### src/wdslp_cfg.svh
`ifndef WDSLP_CFG_SVH
`define WDSLP_CFG_SVH
// register map, byte-wide data on the plain port
`define WDSLP_ADDR_W          14
`define WDSLP_OFF_OPTION      14'h0081
`define WDSLP_OFF_OPTION_ALT  14'h0181
`define WDSLP_OFF_CONFIG      14'h2007
`define WDSLP_OFF_STATUS      14'h0003
`define WDSLP_OFF_INTFLAG     14'h0010
`define WDSLP_OFF_INTEN       14'h0011
`define WDSLP_OFF_PIN_OUT     14'h0012
`define WDSLP_OFF_PIN_OE      14'h0013
`define WDSLP_OPTION_RST      8'hff
`define WDSLP_CONFIG_RST      8'hff
// field positions
`define WDSLP_OPT_PSA_BIT     3
`define WDSLP_CFG_WDTEN_BIT   2
`define WDSLP_CFG_EXTCLK_BIT  0
`define WDSLP_ST_PD_BIT       3
`define WDSLP_ST_TO_BIT       4
// timing
`define WDSLP_BASE_PERIOD_US  18000
`define WDSLP_WD_OSC_KHZ      31
`define WDSLP_OST_CYCLES      1024
`define WDSLP_WD_OSC_DIV      6452
`define WDSLP_BASE_TICKS      558
`define WDSLP_NUM_WAKE_SRC    8
`endif

### src/wdslp_pkg.sv
`default_nettype none
package wdslp_pkg;
  typedef enum logic [1:0] {WDSLP_RUN, WDSLP_SLEEP, WDSLP_OST} wdslp_state_t;
  typedef logic [7:0] wdslp_byte_t;
endpackage
`default_nettype wire

### src/wdslp_prescaler.sv
`timescale 1ns/1ps
`default_nettype none
`include "wdslp_cfg.svh"
module wdslp_prescaler #(
  parameter int DIV_W = 7
) (
  input  wire logic       i_ref_clk,
  input  wire logic       i_rstn,
  input  wire logic       i_clear,
  input  wire logic       i_tick,
  input  wire logic       i_bypass,
  input  wire logic [2:0] i_ratio_sel,
  output logic            o_tick
);
  logic [DIV_W-1:0] cnt_r;
  logic [DIV_W-1:0] lim;
  assign lim = DIV_W'((8'h01 << i_ratio_sel) - 8'h01);
  assign o_tick = i_tick & (i_bypass | (cnt_r == lim));
  always_ff @(posedge i_ref_clk) begin
    if (!i_rstn || i_clear || i_bypass) begin
      cnt_r <= '0;
    end else if (i_tick) begin
      cnt_r <= (cnt_r == lim) ? '0 : cnt_r + 1'b1;
    end
  end
endmodule // wdslp_prescaler
`default_nettype wire

### src/wdslp_wdt_osc.sv
`timescale 1ns/1ps
`default_nettype none
`include "wdslp_cfg.svh"
// stands in for the dedicated rc oscillator; never gated by sleep
module wdslp_wdt_osc #(
  parameter int DIV = `WDSLP_WD_OSC_DIV
) (
  input  wire logic i_ref_clk,
  input  wire logic i_rstn,
  output logic      o_tick
);
  logic [15:0] cnt_r;
  assign o_tick = (cnt_r == 16'(DIV - 1));
  always_ff @(posedge i_ref_clk) begin
    if (!i_rstn || o_tick) begin
      cnt_r <= 16'h0000;
    end else begin
      cnt_r <= cnt_r + 16'h0001;
    end
  end
endmodule // wdslp_wdt_osc
`default_nettype wire

### src/wdslp_ctrl.sv
`timescale 1ns/1ps
`default_nettype none
`include "wdslp_cfg.svh"
module wdslp_ctrl
#(
  parameter int WD_OSC_DIV = `WDSLP_WD_OSC_DIV,
  parameter int BASE_TICKS = `WDSLP_BASE_TICKS,
  parameter int OST_CYCLES = `WDSLP_OST_CYCLES,
  parameter int NSRC       = `WDSLP_NUM_WAKE_SRC
) (
  input  wire logic                      i_ref_clk,
  input  wire logic                      i_rstn,
  input  wire logic                      i_por,
  input  wire logic [`WDSLP_ADDR_W-1:0]  i_addr,
  input  wire logic [7:0]                i_wdata,
  input  wire logic                      i_wr,
  input  wire logic                      i_rd,
  output logic      [7:0]                o_rdata,
  input  wire logic                      i_clear_watchdog_instr,
  input  wire logic                      i_sleep_instr,
  input  wire logic [15:0]               i_pc,
  input  wire logic                      i_global_int_enable,
  input  wire logic [NSRC-1:0]           i_wake_src_pulse,
  input  wire logic                      i_master_clear_pin_n,
  input  wire logic [7:0]                i_pin_out_core,
  input  wire logic [7:0]                i_pin_oe_core,
  output logic      [7:0]                o_pin_out,
  output logic      [7:0]                o_pin_oe,
  output logic                           o_wdt_reset,
  output logic                           o_osc_run,
  output logic                           o_sleeping,
  output logic                           o_core_resume,
  output logic                           o_vector_after,
  output logic      [15:0]               o_prefetch_addr,
  output logic                           o_timeout_flag_n,
  output logic                           o_powerdown_flag_n
);
  import wdslp_pkg::*;

  wdslp_state_t state_r;
  wdslp_byte_t  option_r;
  wdslp_byte_t  config_r;
  wdslp_byte_t  int_flag_r;
  wdslp_byte_t  int_en_r;
  logic         to_n_r;
  logic         pd_n_r;
  logic [15:0]  wd_cnt_r;
  logic [10:0]  ost_cnt_r;
  logic [7:0]   pin_out_r;
  logic [7:0]   pin_oe_r;
  logic         osc_tick;
  logic         ps_tick;
  logic         wd_en;
  logic         wd_clr;
  logic         timeout;
  logic         pending;
  logic         sleep_go;
  logic         wake;
  logic         ext_clk;

  function automatic logic hit(input logic [`WDSLP_ADDR_W-1:0] a,
                               input logic [`WDSLP_ADDR_W-1:0] off);
    return a == off;
  endfunction

  assign wd_en    = config_r[`WDSLP_CFG_WDTEN_BIT];
  assign ext_clk  = config_r[`WDSLP_CFG_EXTCLK_BIT];
  assign pending  = |(int_flag_r & int_en_r);
  assign sleep_go = i_sleep_instr && state_r == WDSLP_RUN && !pending;
  assign wd_clr   = i_clear_watchdog_instr || sleep_go;

  wdslp_wdt_osc #(.DIV(WD_OSC_DIV)) u_osc (
    .i_ref_clk (i_ref_clk),
    .i_rstn    (i_rstn),
    .o_tick    (osc_tick)
  );

  // psa high routes the prescaler to the watchdog
  wdslp_prescaler #(.DIV_W(7)) u_ps (
    .i_ref_clk   (i_ref_clk),
    .i_rstn      (i_rstn),
    .i_clear     (wd_clr),
    .i_tick      (osc_tick & wd_en),
    .i_bypass    (~option_r[`WDSLP_OPT_PSA_BIT]),
    .i_ratio_sel (option_r[2:0]),
    .o_tick      (ps_tick)
  );

  assign timeout = wd_en && ps_tick && (wd_cnt_r == 16'(BASE_TICKS - 1));

  always_ff @(posedge i_ref_clk) begin
    if (!i_rstn || wd_clr || timeout || !wd_en) begin
      wd_cnt_r <= 16'h0000;
    end else if (ps_tick) begin
      wd_cnt_r <= wd_cnt_r + 16'h0001;
    end
  end

  // reset asserted as a pulse; master clear only forces the sleep state machine back to run
  assign o_wdt_reset = timeout && state_r == WDSLP_RUN;

  // interrupt flags: a set in the same cycle as a software clear wins
  always_ff @(posedge i_ref_clk) begin
    if (!i_rstn) begin
      int_flag_r <= 8'h00;
    end else begin
      int_flag_r <= ((i_wr && hit(i_addr, `WDSLP_OFF_INTFLAG))
                     ? (int_flag_r & ~i_wdata) : int_flag_r)
                    | i_wake_src_pulse;
    end
  end

  always_ff @(posedge i_ref_clk) begin
    if (!i_rstn) begin
      int_en_r <= 8'h00;
      option_r <= `WDSLP_OPTION_RST;
    end else if (i_wr) begin
      if (hit(i_addr, `WDSLP_OFF_INTEN)) begin
        int_en_r <= i_wdata;
      end
      if (hit(i_addr, `WDSLP_OFF_OPTION) ||
          hit(i_addr, `WDSLP_OFF_OPTION_ALT)) begin
        option_r <= i_wdata;
      end
    end
  end

  // non-volatile word: loaded at power-up, written by software only while i_rstn is low
  always_ff @(posedge i_ref_clk) begin
    if (i_por) begin
      config_r <= `WDSLP_CONFIG_RST;
    end else if (i_wr && hit(i_addr, `WDSLP_OFF_CONFIG) && !i_rstn) begin
      config_r <= i_wdata;
    end
  end

  // status flags survive ordinary reset; power-up sets both
  always_ff @(posedge i_ref_clk) begin
    if (i_por) begin
      pd_n_r <= 1'b1;
      to_n_r <= 1'b1;
    end else if (timeout) begin
      to_n_r <= 1'b0;
      if (sleep_go) begin
        pd_n_r <= 1'b0;
      end
    end else if (sleep_go) begin
      pd_n_r <= 1'b0;
      to_n_r <= 1'b1;
    end else if (i_clear_watchdog_instr) begin
      pd_n_r <= 1'b1;
      to_n_r <= 1'b1;
    end
  end

  // an enabled wake source latched before sleep makes sleep a no-op; one latched while asleep wakes at once
  assign wake = timeout || pending;

  always_ff @(posedge i_ref_clk) begin
    if (!i_rstn || !i_master_clear_pin_n) begin
      state_r   <= WDSLP_RUN;
      ost_cnt_r <= 11'h000;
    end else begin
      unique case (state_r)
        WDSLP_RUN: begin
          if (sleep_go) begin
            state_r <= WDSLP_SLEEP;
          end
        end
        WDSLP_SLEEP: begin
          if (wake) begin
            state_r   <= ext_clk ? WDSLP_RUN : WDSLP_OST;
            ost_cnt_r <= 11'h000;
          end
        end
        WDSLP_OST: begin
          if (ost_cnt_r == 11'(OST_CYCLES - 1)) begin
            state_r <= WDSLP_RUN;
          end else begin
            ost_cnt_r <= ost_cnt_r + 11'h001;
          end
        end
      endcase
    end
  end

  always_ff @(posedge i_ref_clk) begin
    if (!i_rstn) begin
      o_prefetch_addr <= 16'h0000;
      o_vector_after  <= 1'b0;
    end else begin
      if (sleep_go) begin
        o_prefetch_addr <= i_pc + 16'h0001;
      end
      if (state_r != WDSLP_RUN) begin
        o_vector_after <= pending && i_global_int_enable;
      end
    end
  end

  // outputs frozen while asleep so pins keep their drive
  always_ff @(posedge i_ref_clk) begin
    if (!i_rstn) begin
      pin_out_r <= 8'h00;
      pin_oe_r  <= 8'h00;
    end else if (state_r == WDSLP_RUN && !sleep_go) begin
      pin_out_r <= i_pin_out_core;
      pin_oe_r  <= i_pin_oe_core;
    end
  end
  assign o_pin_out = pin_out_r;
  assign o_pin_oe  = pin_oe_r;

  assign o_sleeping         = state_r != WDSLP_RUN;
  assign o_osc_run          = state_r != WDSLP_SLEEP;
  assign o_core_resume      = state_r == WDSLP_RUN;
  assign o_timeout_flag_n   = to_n_r;
  assign o_powerdown_flag_n = pd_n_r;

  always_ff @(posedge i_ref_clk) begin
    if (!i_rstn) begin
      o_rdata <= 8'h00;
    end else if (i_rd) begin
      unique case (1'b1)
        hit(i_addr, `WDSLP_OFF_OPTION),
        hit(i_addr, `WDSLP_OFF_OPTION_ALT): o_rdata <= option_r;
        hit(i_addr, `WDSLP_OFF_CONFIG):  o_rdata <= config_r;
        hit(i_addr, `WDSLP_OFF_STATUS):
          o_rdata <= {3'h0, to_n_r, pd_n_r, 3'h0};
        hit(i_addr, `WDSLP_OFF_INTFLAG): o_rdata <= int_flag_r;
        hit(i_addr, `WDSLP_OFF_INTEN):   o_rdata <= int_en_r;
        default:                         o_rdata <= 8'h00;
      endcase
    end else begin
      o_rdata <= 8'h00;
    end
  end

  // independent count of the start-up wait, checked at its exit
  logic [11:0] ost_seen_r;
  always_ff @(posedge i_ref_clk) begin
    if (!i_rstn || state_r != WDSLP_OST) begin
      ost_seen_r <= 12'h000;
    end else begin
      ost_seen_r <= ost_seen_r + 12'h001;
    end
  end
endmodule // wdslp_ctrl
`default_nettype wire

### config.mk
export PLATFORM = sky130hd
export DESIGN_NAME = wdslp_ctrl
export DESIGN_NICKNAME = d
export VERILOG_FILES = /design/src/wdslp_pkg.sv /design/src/wdslp_prescaler.sv /design/src/wdslp_wdt_osc.sv /design/src/wdslp_ctrl.sv
export VERILOG_INCLUDE_DIRS = /design/src /design/src/src
export SDC_FILE = /design/constraint.sdc
export NUM_CORES = 1
export LEC_CHECK = 0
export ABC_AREA = 1
export BUFFER_PORTS_ARGS = -buffer_cell sky130_fd_sc_hd__buf_2
export CAP_MARGIN = 20
export CORE_UTILIZATION = 60
export DETAILED_ROUTE_END_ITERATION = 12
export GPL_TIMING_DRIVEN = 0
export PLACE_DENSITY = 0.85
export SLEW_MARGIN = 20
export SYNTH_ARGS = -nofsm -noshare
export SYNTH_HDL_FRONTEND = slang
export SYNTH_SLANG_ARGS = --single-unit
### constraint.sdc
create_clock -name i_ref_clk -period 3.7 [get_ports i_ref_clk]
set_input_delay 0.185 -clock i_ref_clk [delete_from_list [all_inputs] [get_ports i_ref_clk]]
set_output_delay 0.185 -clock i_ref_clk [all_outputs]
set_load 0.03 [all_outputs]
### Yosys cells after proc, flatten, opt, wreduce, memory -nomap -nowiden

Index checks and enable logic that the tools add are counted.

| word-level totals | value |
|---|---|
| output and inout bits | 47 |
| register bits | 127 |
| input bits | 71 |
| logic and storage cells | 103 |

| operators by class | value |
|---|---|
| reduce and logical (&&, ||, !) cells | 37 |
| add/subtract/negate cells | 6 |
| bitwise gates (word level) | 8 |
| shift-type cells | 1 |
| equality and inequality tests | 18 |
| muxes and demuxes | 17 |

Operators with widths:

| kind | number |
|---|---|
| 16-bit by 1-bit adder with 16-bit output (second input constant) | 3 |
| 8-bit one-hot mux with 5 select lines | 1 |
| 14-bit by 5-bit == test with 1-bit output (second input constant) | 2 |
| 11-bit two-way mux | 2 |
| 11-bit one-hot mux with 2 select lines | 1 |
| 8-bit bitwise AND | 2 |
| 16-bit by 10-bit == test with 1-bit output (second input constant) | 1 |
| 16-bit by 13-bit == test with 1-bit output (second input constant) | 1 |
| 14-bit == test (second input constant) | 1 |
| 14-bit by 2-bit == test with 1-bit output (second input constant) | 1 |
| 14-bit by 8-bit == test with 1-bit output (second input constant) | 1 |
| 14-bit by 9-bit == test with 1-bit output (second input constant) | 1 |
| 11-bit by 1-bit adder with 11-bit output (second input constant) | 1 |
| 11-bit by 10-bit == test with 1-bit output (second input constant) | 1 |
| 1-bit logical AND | 10 |
| 1-bit logical OR | 9 |
| 2-bit two-way mux | 4 |
| 8-bit two-way mux | 1 |
| 8-bit inverter | 1 |
| 8-bit OR | 1 |
| 2-bit AND reduction | 4 |
| 8-bit OR reduction | 1 |
| 7-bit by 1-bit adder with 7-bit output (second input constant) | 1 |
| 7-bit == test | 1 |
| other kinds (18) | 35 |

### Depth between registers and ports, before layout

Gate-level depths: netlist (run 1).

| depth | value |
|---|---|
| depth after elaboration | 10 |
| gate-level depth with buffers | 19 |
| depth with buffers taken out | 18 |

### Cells and area by module

Synthesis (run 1) repeated with hierarchy kept, for this count alone.

| second synthesis, totals | value |
|---|---|
| cell total of the unflattened synthesis | 938 |
| area, all modules | 6419.9 µm² |

Modules (own cells, without submodules):

| module | area each (µm²) | seq. area each (µm²) | times used | cells each |
|---|---|---|---|---|
| wdslp_ctrl | 5061.1 | 2082.0 | 1 | 732 |
| wdslp_wdt_osc | 870.8 | 320.3 | 1 | 125 |
| wdslp_prescaler | 488.0 | 140.1 | 1 | 81 |

### Worst setup path before layout (run 1)

OpenSTA, ideal clock, no wires.

| timing path | value |
|---|---|
| kind | flip-flop to output port |
| start point | register option_r[1] |
| end point | output port o_wdt_reset |
| buffers on the path | 1 |
| arrival time | 2.046 ns |
| cell stages (with the launch flop) | 16 |
| path slack | 1.469 ns |
| required time | 3.515 ns |
| cells stage by stage | dfxtp_1 -> buf_6 -> nor2_4 -> nand2_1 -> ha_1 -> nand2_1 -> inv_1 -> nor2_1 -> nand2_1 -> nor2_1 -> nand3_1 -> nor2_1 -> nand2_2 -> nand2_4 -> nand2_4 -> nor2_1 |

| between the ends | value |
|---|---|
| longest elaborated chain between the ends | 8 |

RTL lines:

| item | line | RTL |
|---|---|---|
| start, declared | wdslp_ctrl.sv:41 | `wdslp_byte_t option_r;` |
| start signal, assigned | wdslp_ctrl.sv:116 | `` option_r <= `WDSLP_OPTION_RST; `` |
| start signal, assigned | wdslp_ctrl.sv:123 | `option_r <= i_wdata;` |
| 1-bit by 3-bit << shifter with 7-bit output | wdslp_prescaler.sv:17 | `assign lim = DIV_W'((8'h01 << i_ratio_sel) - 8'h01);` |
| 7-bit by 1-bit subtractor with 7-bit output | wdslp_prescaler.sv:17 |  |
| 7-bit == test | wdslp_prescaler.sv:18 | `assign o_tick = i_tick & (i_bypass \| (cnt_r == lim));` |
| 1-bit OR | wdslp_prescaler.sv:18 |  |
| 1-bit bitwise AND | wdslp_prescaler.sv:18 |  |
| 1-bit logical AND (2 in a row) | wdslp_ctrl.sv:89 | `assign timeout = wd_en && ps_tick && (wd_cnt_r == 16'(BASE_TICKS - 1));` |
| 1-bit logical AND | wdslp_ctrl.sv:100 | `assign o_wdt_reset = timeout && state_r == WDSLP_RUN;` |
| end, declared | wdslp_ctrl.sv:29 | `output logic o_wdt_reset,` |

No other way between the ends.

### Worst setup path in the final report (run 1)

| timing path | value |
|---|---|
| start point | register option_r[0] |
| end point | output port o_wdt_reset |

The elaborated chain is that of the path after synthesis.

==> out/qor.yml, run 1 <==
crit_family: "simple AND/OR/NAND/NOR gates"
final_common_cell: "nand2_1"
syn-instance-count: 895
power.internal_mw: 2.89
cts_buffer_depth: 2
drv_slew: 0
wire_per_inst_microns: 17.3
wirelength_microns: 21100
run_status: "completed"
finalSetupViolCount: 0
grt_pass1_vias: 7123
yosys.area.top_type: "dfxtp_1"
grt_pass1_wl_microns: 33600
gr-total-overflow: 0
drv_cap: 0
hold_viol_final: 0
synth_top_area_share_pct: 39.3
synth_cell_types: 46
setup_slack_ps: 746
cpPeakStageDelay_ps: 410
synth_seq_cells: 127
start_kind: "flop"
core_sq_um: 10400
drive_gt1_share_pct: 19.1
yosysWarnings: 0
viasPerCell: 5.94
fin_skew_ps: 9.87
p_leak_nw: 3.60
rsz0062_at_grt: "no"
die_area_sq_um: 11200
holdWs_ps: 6.30
grt_max_degree: 17
io_pins: 118
nNetsFinal: 1156
p_switching_mw: 0.956
cts_sinks: 127
drtIter0Drc: 788
vias: 7269
required_ps: 3510
synth.yosys.seq_area_share_pct: 39.3
crit_type: "flop to output port"
avgSynthCellArea_sq_um: 7.23
path_cells: "nor2_4, nand2_1, ha_1, nand2_1, inv_1, nor2_1, nand2_1, nor2_1, nand3_1, nor2_1, nand2_2, nand2_4, nand2_4, nor2_1, buf_2"
ir_drop_uv: 416
clk-insertion-delay-late_ps: 540
dpl_worst_slack_ps: 1310
cp_max_fo: 5
path_clk_slew_ps: 60
syn-num-nets: 976
fp.dieW_microns: 106
ant_nets: 0
setup_tns_ps: 0
syn_area_sq_um: 6470
grt_usage_pct: 38.2
wl_met2_microns: 9930
numCtsBuffers: 17
layout_common_cells: "nand2_1 (166), dfxtp_1 (127), buf_2 (123)"
cts_tree: "built"
crit_path_end_kind: "output port"
fmax_ghz: 0.339
slew_headroom_pct: 49.5
firstDrtPassIters: 9
portBuffers: 117
top_layer: "met4"
tightestPinTransition_ps: 757
holdCritPathClass: "input pin to flop"
num_rows: 37
pwr-share-comb_pct: 10.9
cp_common_cell: "nor2_1"
remaining_drc_errors: 0
synthTopCellsByArea: "dfxtp_1 (39%), nand2_1 (9.6%), nor2_1 (7.0%)"
worst-path-buf-inv: 2
p_per_area_nw_per_um2: 460
die_h_microns: 106
place_area_sq_um: 7230
swShare_pct: 24.8
wl_met3_microns: 2150
post-route-period-util_pct: 79.8
start_util_pct: 62.2
final_area_sq_um: 8370
root_buffer: "clkbuf_8"
clockPowerShare_pct: 51.5
wl_met1_microns: 7730
hpwlAfterDp_microns: 11900
seq_power_share_pct: 37.6
syn_to_final_growth_pct: 29.3
cts_htree_levels: 4
fin_crit_ps: 2950
diodes: 0
gp_congestion: 0.932
grt_antenna_before_repair: 0
worstPathArrival_ps: 2770
cpMaxStageDelayCell: "dfxtp_1"
reg2reg_slack_ps: 1050
cts_setup_buffers: 0
==> tightest hold or removal path: stages <==
cell and delay (ps):
buf_2 100, o211ai_2 150, nor2_1 50
==> per-layer routing <==
| metal | track usage (%) | vias to the layer above |
|---|---|---|
| li1 | - | 3315 |
| met1 | 41.9 | 3277 |
| met2 | 63.9 | 524 |
| met3 | 11.4 | 153 |
| met4 | 25.2 | 0 |
| met5 | 0 | - |
==> final cells by class <==
class / count / area, sq um
plain buffers: 26 / 136
multi-input cells: 636 / 3400
clock inverters: 12 / 254
repair buffers: 161 / 1030
flip-flops and latches: 127 / 2540
inverters: 106 / 398
well taps: 136 / 170
fillers: 621 / 2050
clock buffers: 20 / 445
==> per-stage QoR <==
| stage | total power [mW] | cells | utilization [%] |
|---|---|---|---|
| 3_3_place_gp | 1.80 | 1148 | 69.4 |
| 3_5_place_dp | 1.80 | 1148 | 69.4 |
| 2_1_floorplan | 1.68 | 895 | - |
| 4_1_cts | 3.79 | 1224 | 80.4 |
| 6_report | 3.85 | 1224 | 80.4 |
| 5_1_grt | 3.93 | 1224 | 80.4 |
==> logic make-up after synthesis <==
| group | after synthesis | synth area share [%] |
|---|---|---|
| AOI/OAI and AO/OA | 158 | 14.7 |
| xor gates and xnor gates | 37 | 5.00 |
| adders and majority gates | 10 | 1.93 |
| buffers and inverters | 132 | 8.25 |
| DFF | 127 | 39.3 |
| muxes | 1 | 0.155 |
| and+or+nand+nor | 430 | 30.7 |
==> path summary, 6_finish.rpt <==
path / cells past startpoint / to / from
worst max-delay path: 15 / o_wdt_reset / option_r[0]
worst min-delay path: 3 / o_rdata[2] / i_rd
worst max register to register: 10 / state_r[0] / int_en_r[5]
worst min register to register: 2 / int_en_r[6] / int_en_r[6]
==> power by group through the flow <==
stage                     registers (mW)  logic, mW  clock network, mW
final                               1.45      0.419               1.98
after global placement              1.47      0.332                  0
after CTS                           1.44      0.377               1.98
after global routing                1.45      0.435               2.05
after detailed placement            1.47      0.337                  0
after floorplan                     1.54      0.142                  0
==> Yosys cell counts, drive strengths merged <==
| library cell | count |
|---|---|
| a21oi | 63 |
| inv | 104 |
| and3 | 2 |
| clkbuf | 16 |
| clkinv | 2 |
| nand3 | 64 |
| or3 | 1 |
| a21boi | 2 |
| a221oi | 2 |
| xnor2 | 9 |
| nand4 | 10 |
| nor3b | 6 |
| ha | 10 |
| a31oi | 6 |
| or2 | 3 |
| buf | 10 |
| xor2 | 28 |
| nor3 | 25 |
| o22ai | 2 |
| o21ai | 52 |
| nor2 | 126 |
| dfxtp | 127 |
| o221ai | 1 |
| o31ai | 2 |
| nor4 | 12 |
| mux2i | 1 |
| nand3b | 4 |
| nand2 | 177 |
| o211ai | 26 |
| o21a | 2 |
==> repair_timing <==
item / in CTS / in global routing
setup endpoints to repair: 0 / 0
resized for setup: 0 / 0
endpoints found under the hold margin: 53 / 0
hold buffers: 44 / 0
==> registers in the layout, indices dropped and copies added (netlist names) <==
register            count
o_prefetch_addr        16
u_osc.cnt_r            16
wd_cnt_r               16
ost_cnt_r              11
config_r                8
int_en_r                8
int_flag_r              8
o_pin_oe                8
o_pin_out               8
o_rdata                 8
option_r                8
u_ps.cnt_r              7
state_r                 2
o_powerdown_flag_n      1
o_timeout_flag_n        1
o_vector_after          1
Power figures use the tool's default switching activity.
==> run 2: changes to the inputs <==
--- a/config.mk
+++ b/config.mk
@@ -9,10 +9,10 @@
 export ABC_AREA = 1
 export BUFFER_PORTS_ARGS = -buffer_cell sky130_fd_sc_hd__buf_2
 export CAP_MARGIN = 20
-export CORE_UTILIZATION = 60
+export CORE_UTILIZATION = 51
 export DETAILED_ROUTE_END_ITERATION = 12
 export GPL_TIMING_DRIVEN = 0
-export PLACE_DENSITY = 0.85
+export PLACE_DENSITY = 0.77
 export SLEW_MARGIN = 20
 export SYNTH_ARGS = -nofsm -noshare
 export SYNTH_HDL_FRONTEND = slang
==> constraint.sdc (replaced) <==
create_clock -name i_ref_clk -period 2.7 [get_ports i_ref_clk]
set_input_delay 0.135 -clock i_ref_clk [delete_from_list [all_inputs] [get_ports i_ref_clk]]
set_output_delay 0.135 -clock i_ref_clk [all_outputs]
set_load 0.03 [all_outputs]
==> run 2 against run 1 <==
Die area up 17%. Wire length decreased by 19%. First-iteration DRC count decreased by 43%. Sequential share of layout area grew 0.35 points. Non-clock buffer count is 9 lower. Combinational power grew 21%. Power grew 27%. Critical endpoint unchanged. Largest power group unchanged.
==> out/qor.yml, run 2 (same netlist as run 1, synthesis figures left out) <==
vias: 6468  # -11%
worstPathArrival_ps: 2480  # -290 ps
start_kind: "flop"
required_ps: 2570  # -940 ps
drv_slew: 0  # unchanged
slew_headroom_pct: 55.9  # +6.4 points
num_rows: 40  # +8.1%
layout_common_cells: "nand2_1 (165), dfxtp_1 (126), buf_2 (122)"
holdCritStartpoint: "i_pc[11]"
final_area_sq_um: 8280  # -1.1%
ir_drop_uv: 671  # +61%
crit_path_end_kind: "output port"
multi_input_area_sq_um: 3440  # +1.2%
run_status: "completed"
clk-insertion-delay-late_ps: 420  # -120 ps
numCtsBuffers: 17  # unchanged
nNetsFinal: 1147  # -0.78%
syn_to_final_growth_pct: 27.9
final_common_cell: "nand2_1"
cts_sinks: 127  # unchanged
diodes: 0  # unchanged
drive_gt1_share_pct: 20.9  # +1.7 points
drtIter0Drc: 447  # -43%
finalSetupViolCount: 0  # unchanged
path_clk_slew_ps: 60  # about the same
reg2reg_to: "wd_cnt_r[6]"
wire_per_inst_microns: 13.7  # -21%
p_per_area_nw_per_um2: 590  # +28%
crit_type: "flop to output port"
regArea_sq_um: 2540  # about the same
gr-total-overflow: 0  # unchanged
grt_pass1_wl_microns: 28300  # -16%
hold_path_depth: 3  # unchanged
hpwlAfterDp_microns: 12000  # +0.69%
die_h_microns: 115  # +8.3%
io_pins: 118  # unchanged
core_sq_um: 12200  # +17%
grt_usage_pct: 27.3  # -11 points
wirelength_microns: 17100  # -19%
grt_pass1_vias: 6217  # -13%
viasPerCell: 5.19  # -13%
fin_crit_ps: 2610
die_area_sq_um: 13200  # +17%
firstDrtPassIters: 5  # -4
start_util_pct: 53.0  # -9.1 points
place_area_sq_um: 7270  # +0.55%
timing.rr.start: "option_r[1]"
drv_cap: 0  # unchanged
remaining_drc_errors: 0  # unchanged
cts_htree_levels: 4  # unchanged
gp_congestion: 0.928  # -0.43%
grt_antenna_before_repair: 0  # unchanged
root_buffer: "clkbuf_16"
cpMaxStageDelayCell: "dfxtp_1"
tightestPinTransition_ps: 662  # -95.4 ps
cts_buffer_depth: 2  # unchanged
cp_max_fo: 8  # +3
fillers: 1027  # +65%
holdCritPathClass: "input pin to flop"
reg2reg_slack_ps: 210  # -840 ps
min_to: "o_prefetch_addr[11]"
cts_tree: "built"
ant_nets: 0  # unchanged
reg_top3: "o_prefetch_addr x16, u_osc.cnt_r x16, wd_cnt_r x16"
path_cells: "buf_6, nor2_4, nand2_2, ha_4, nand2_1, inv_1, nor2_1, nand2_1, nor2_2, nand3_2, nor2_2, nand2_2, nand2_4, nand2_8, nor2_4, buf_6"
r2r_cells: 18  # +8
grt_max_degree: 17  # unchanged
dpl_worst_slack_ps: 338  # -974 ps
fp.dieW_microns: 115  # +8.3%
portBuffers: 117  # unchanged
cpPeakStageDelay_ps: 310  # -100 ps
holdWs_ps: 34.5  # +28.2 ps
fmax_ghz: 0.383
setup_slack_ps: 89.3  # -657 ps
post-route-period-util_pct: 96.7
hold_viol_final: 0  # unchanged
setup_tns_ps: 0  # unchanged
fin_skew_ps: 12.8  # +2.90 ps
p_leak_nw: 3.51  # -2.5%
[run 2: cell count changes in the layout (fill, tap and decap cells not counted), sizes merged]
cell         change
clkinvlp         +2
clkbuf           -3
clkinv           -1
buf              +8
dlygate4sd3     -17
bufinv           -4
inv              +6
[run 2: worst max-delay path by stage]
stage / endpoint / from / slack, ps / cells past startpoint
2_1_floorplan: o_wdt_reset / option_r[1] / 520 / 15
3_3_place_gp: wd_cnt_r[14] / option_r[0] / 350 / 16
3_5_place_dp: wd_cnt_r[14] / option_r[0] / 340 / 14
4_1_cts: o_wdt_reset / option_r[0] / 30 / 15
5_1_grt: o_wdt_reset / option_r[1] / -60 / 16
6_report: o_wdt_reset / option_r[1] / 90 / 16
[run 2: repair_timing]
item / 4_1_cts / 5_1_grt
endpoints found under the setup margin: 1 / 1
pin swaps: 0 / 8
endpoints found under the hold margin: 27 / 0
buffers inserted: 0 / 8
gates resized for setup: 2 / 13
hold buffers: 27 / 0
[run 2: per-layer routing]
metal	global-route usage [%]	up-vias	part of all wire, %
met5	0	-	0
met1	31.3	2955	42
met4	10.0	0	2.1
met2	47.9	204	49
li1	-	3277	-
met3	7.89	32	6.6
[run 2: worst max-delay path, delay by kind of cell, from the launching register on]
family / cells / cell delay (ps)
DFF: 1 / 310
buffers and inverters: 3 / 310
adders and majority gates: 1 / 250
and+or+nand+nor: 12 / 1210
[run 2: report_power, final]
group | internal, mW | switching [mW] | leakage (nW)
Clock | 1.48 | 0.919 | 0.299
Combinational | 0.173 | 0.332 | 2.18
Sequential | 1.94 | 0.0387 | 1.03
[run 2: final cells by class]
class / instances / area share [%]
multi-input cells: 636 / 41.5
flip-flops and latches: 127 / 30.7
repair buffers: 152 / 11.1
clock buffers: 17 / 5.14
inverters: 106 / 4.84
well taps: 168 / 2.54
clock inverters: 15 / 2.39
plain buffers: 26 / 1.69
[run 2: metrics by stage]
stage	instances	utilization, %	power (mW)
floorplan	895	-	2.30
global placement	1180	59.5	2.47
detailed placement	1180	59.5	2.48
CTS	1239	66.9	4.90
global route	1247	67.8	5.05
finish	1247	67.8	4.88
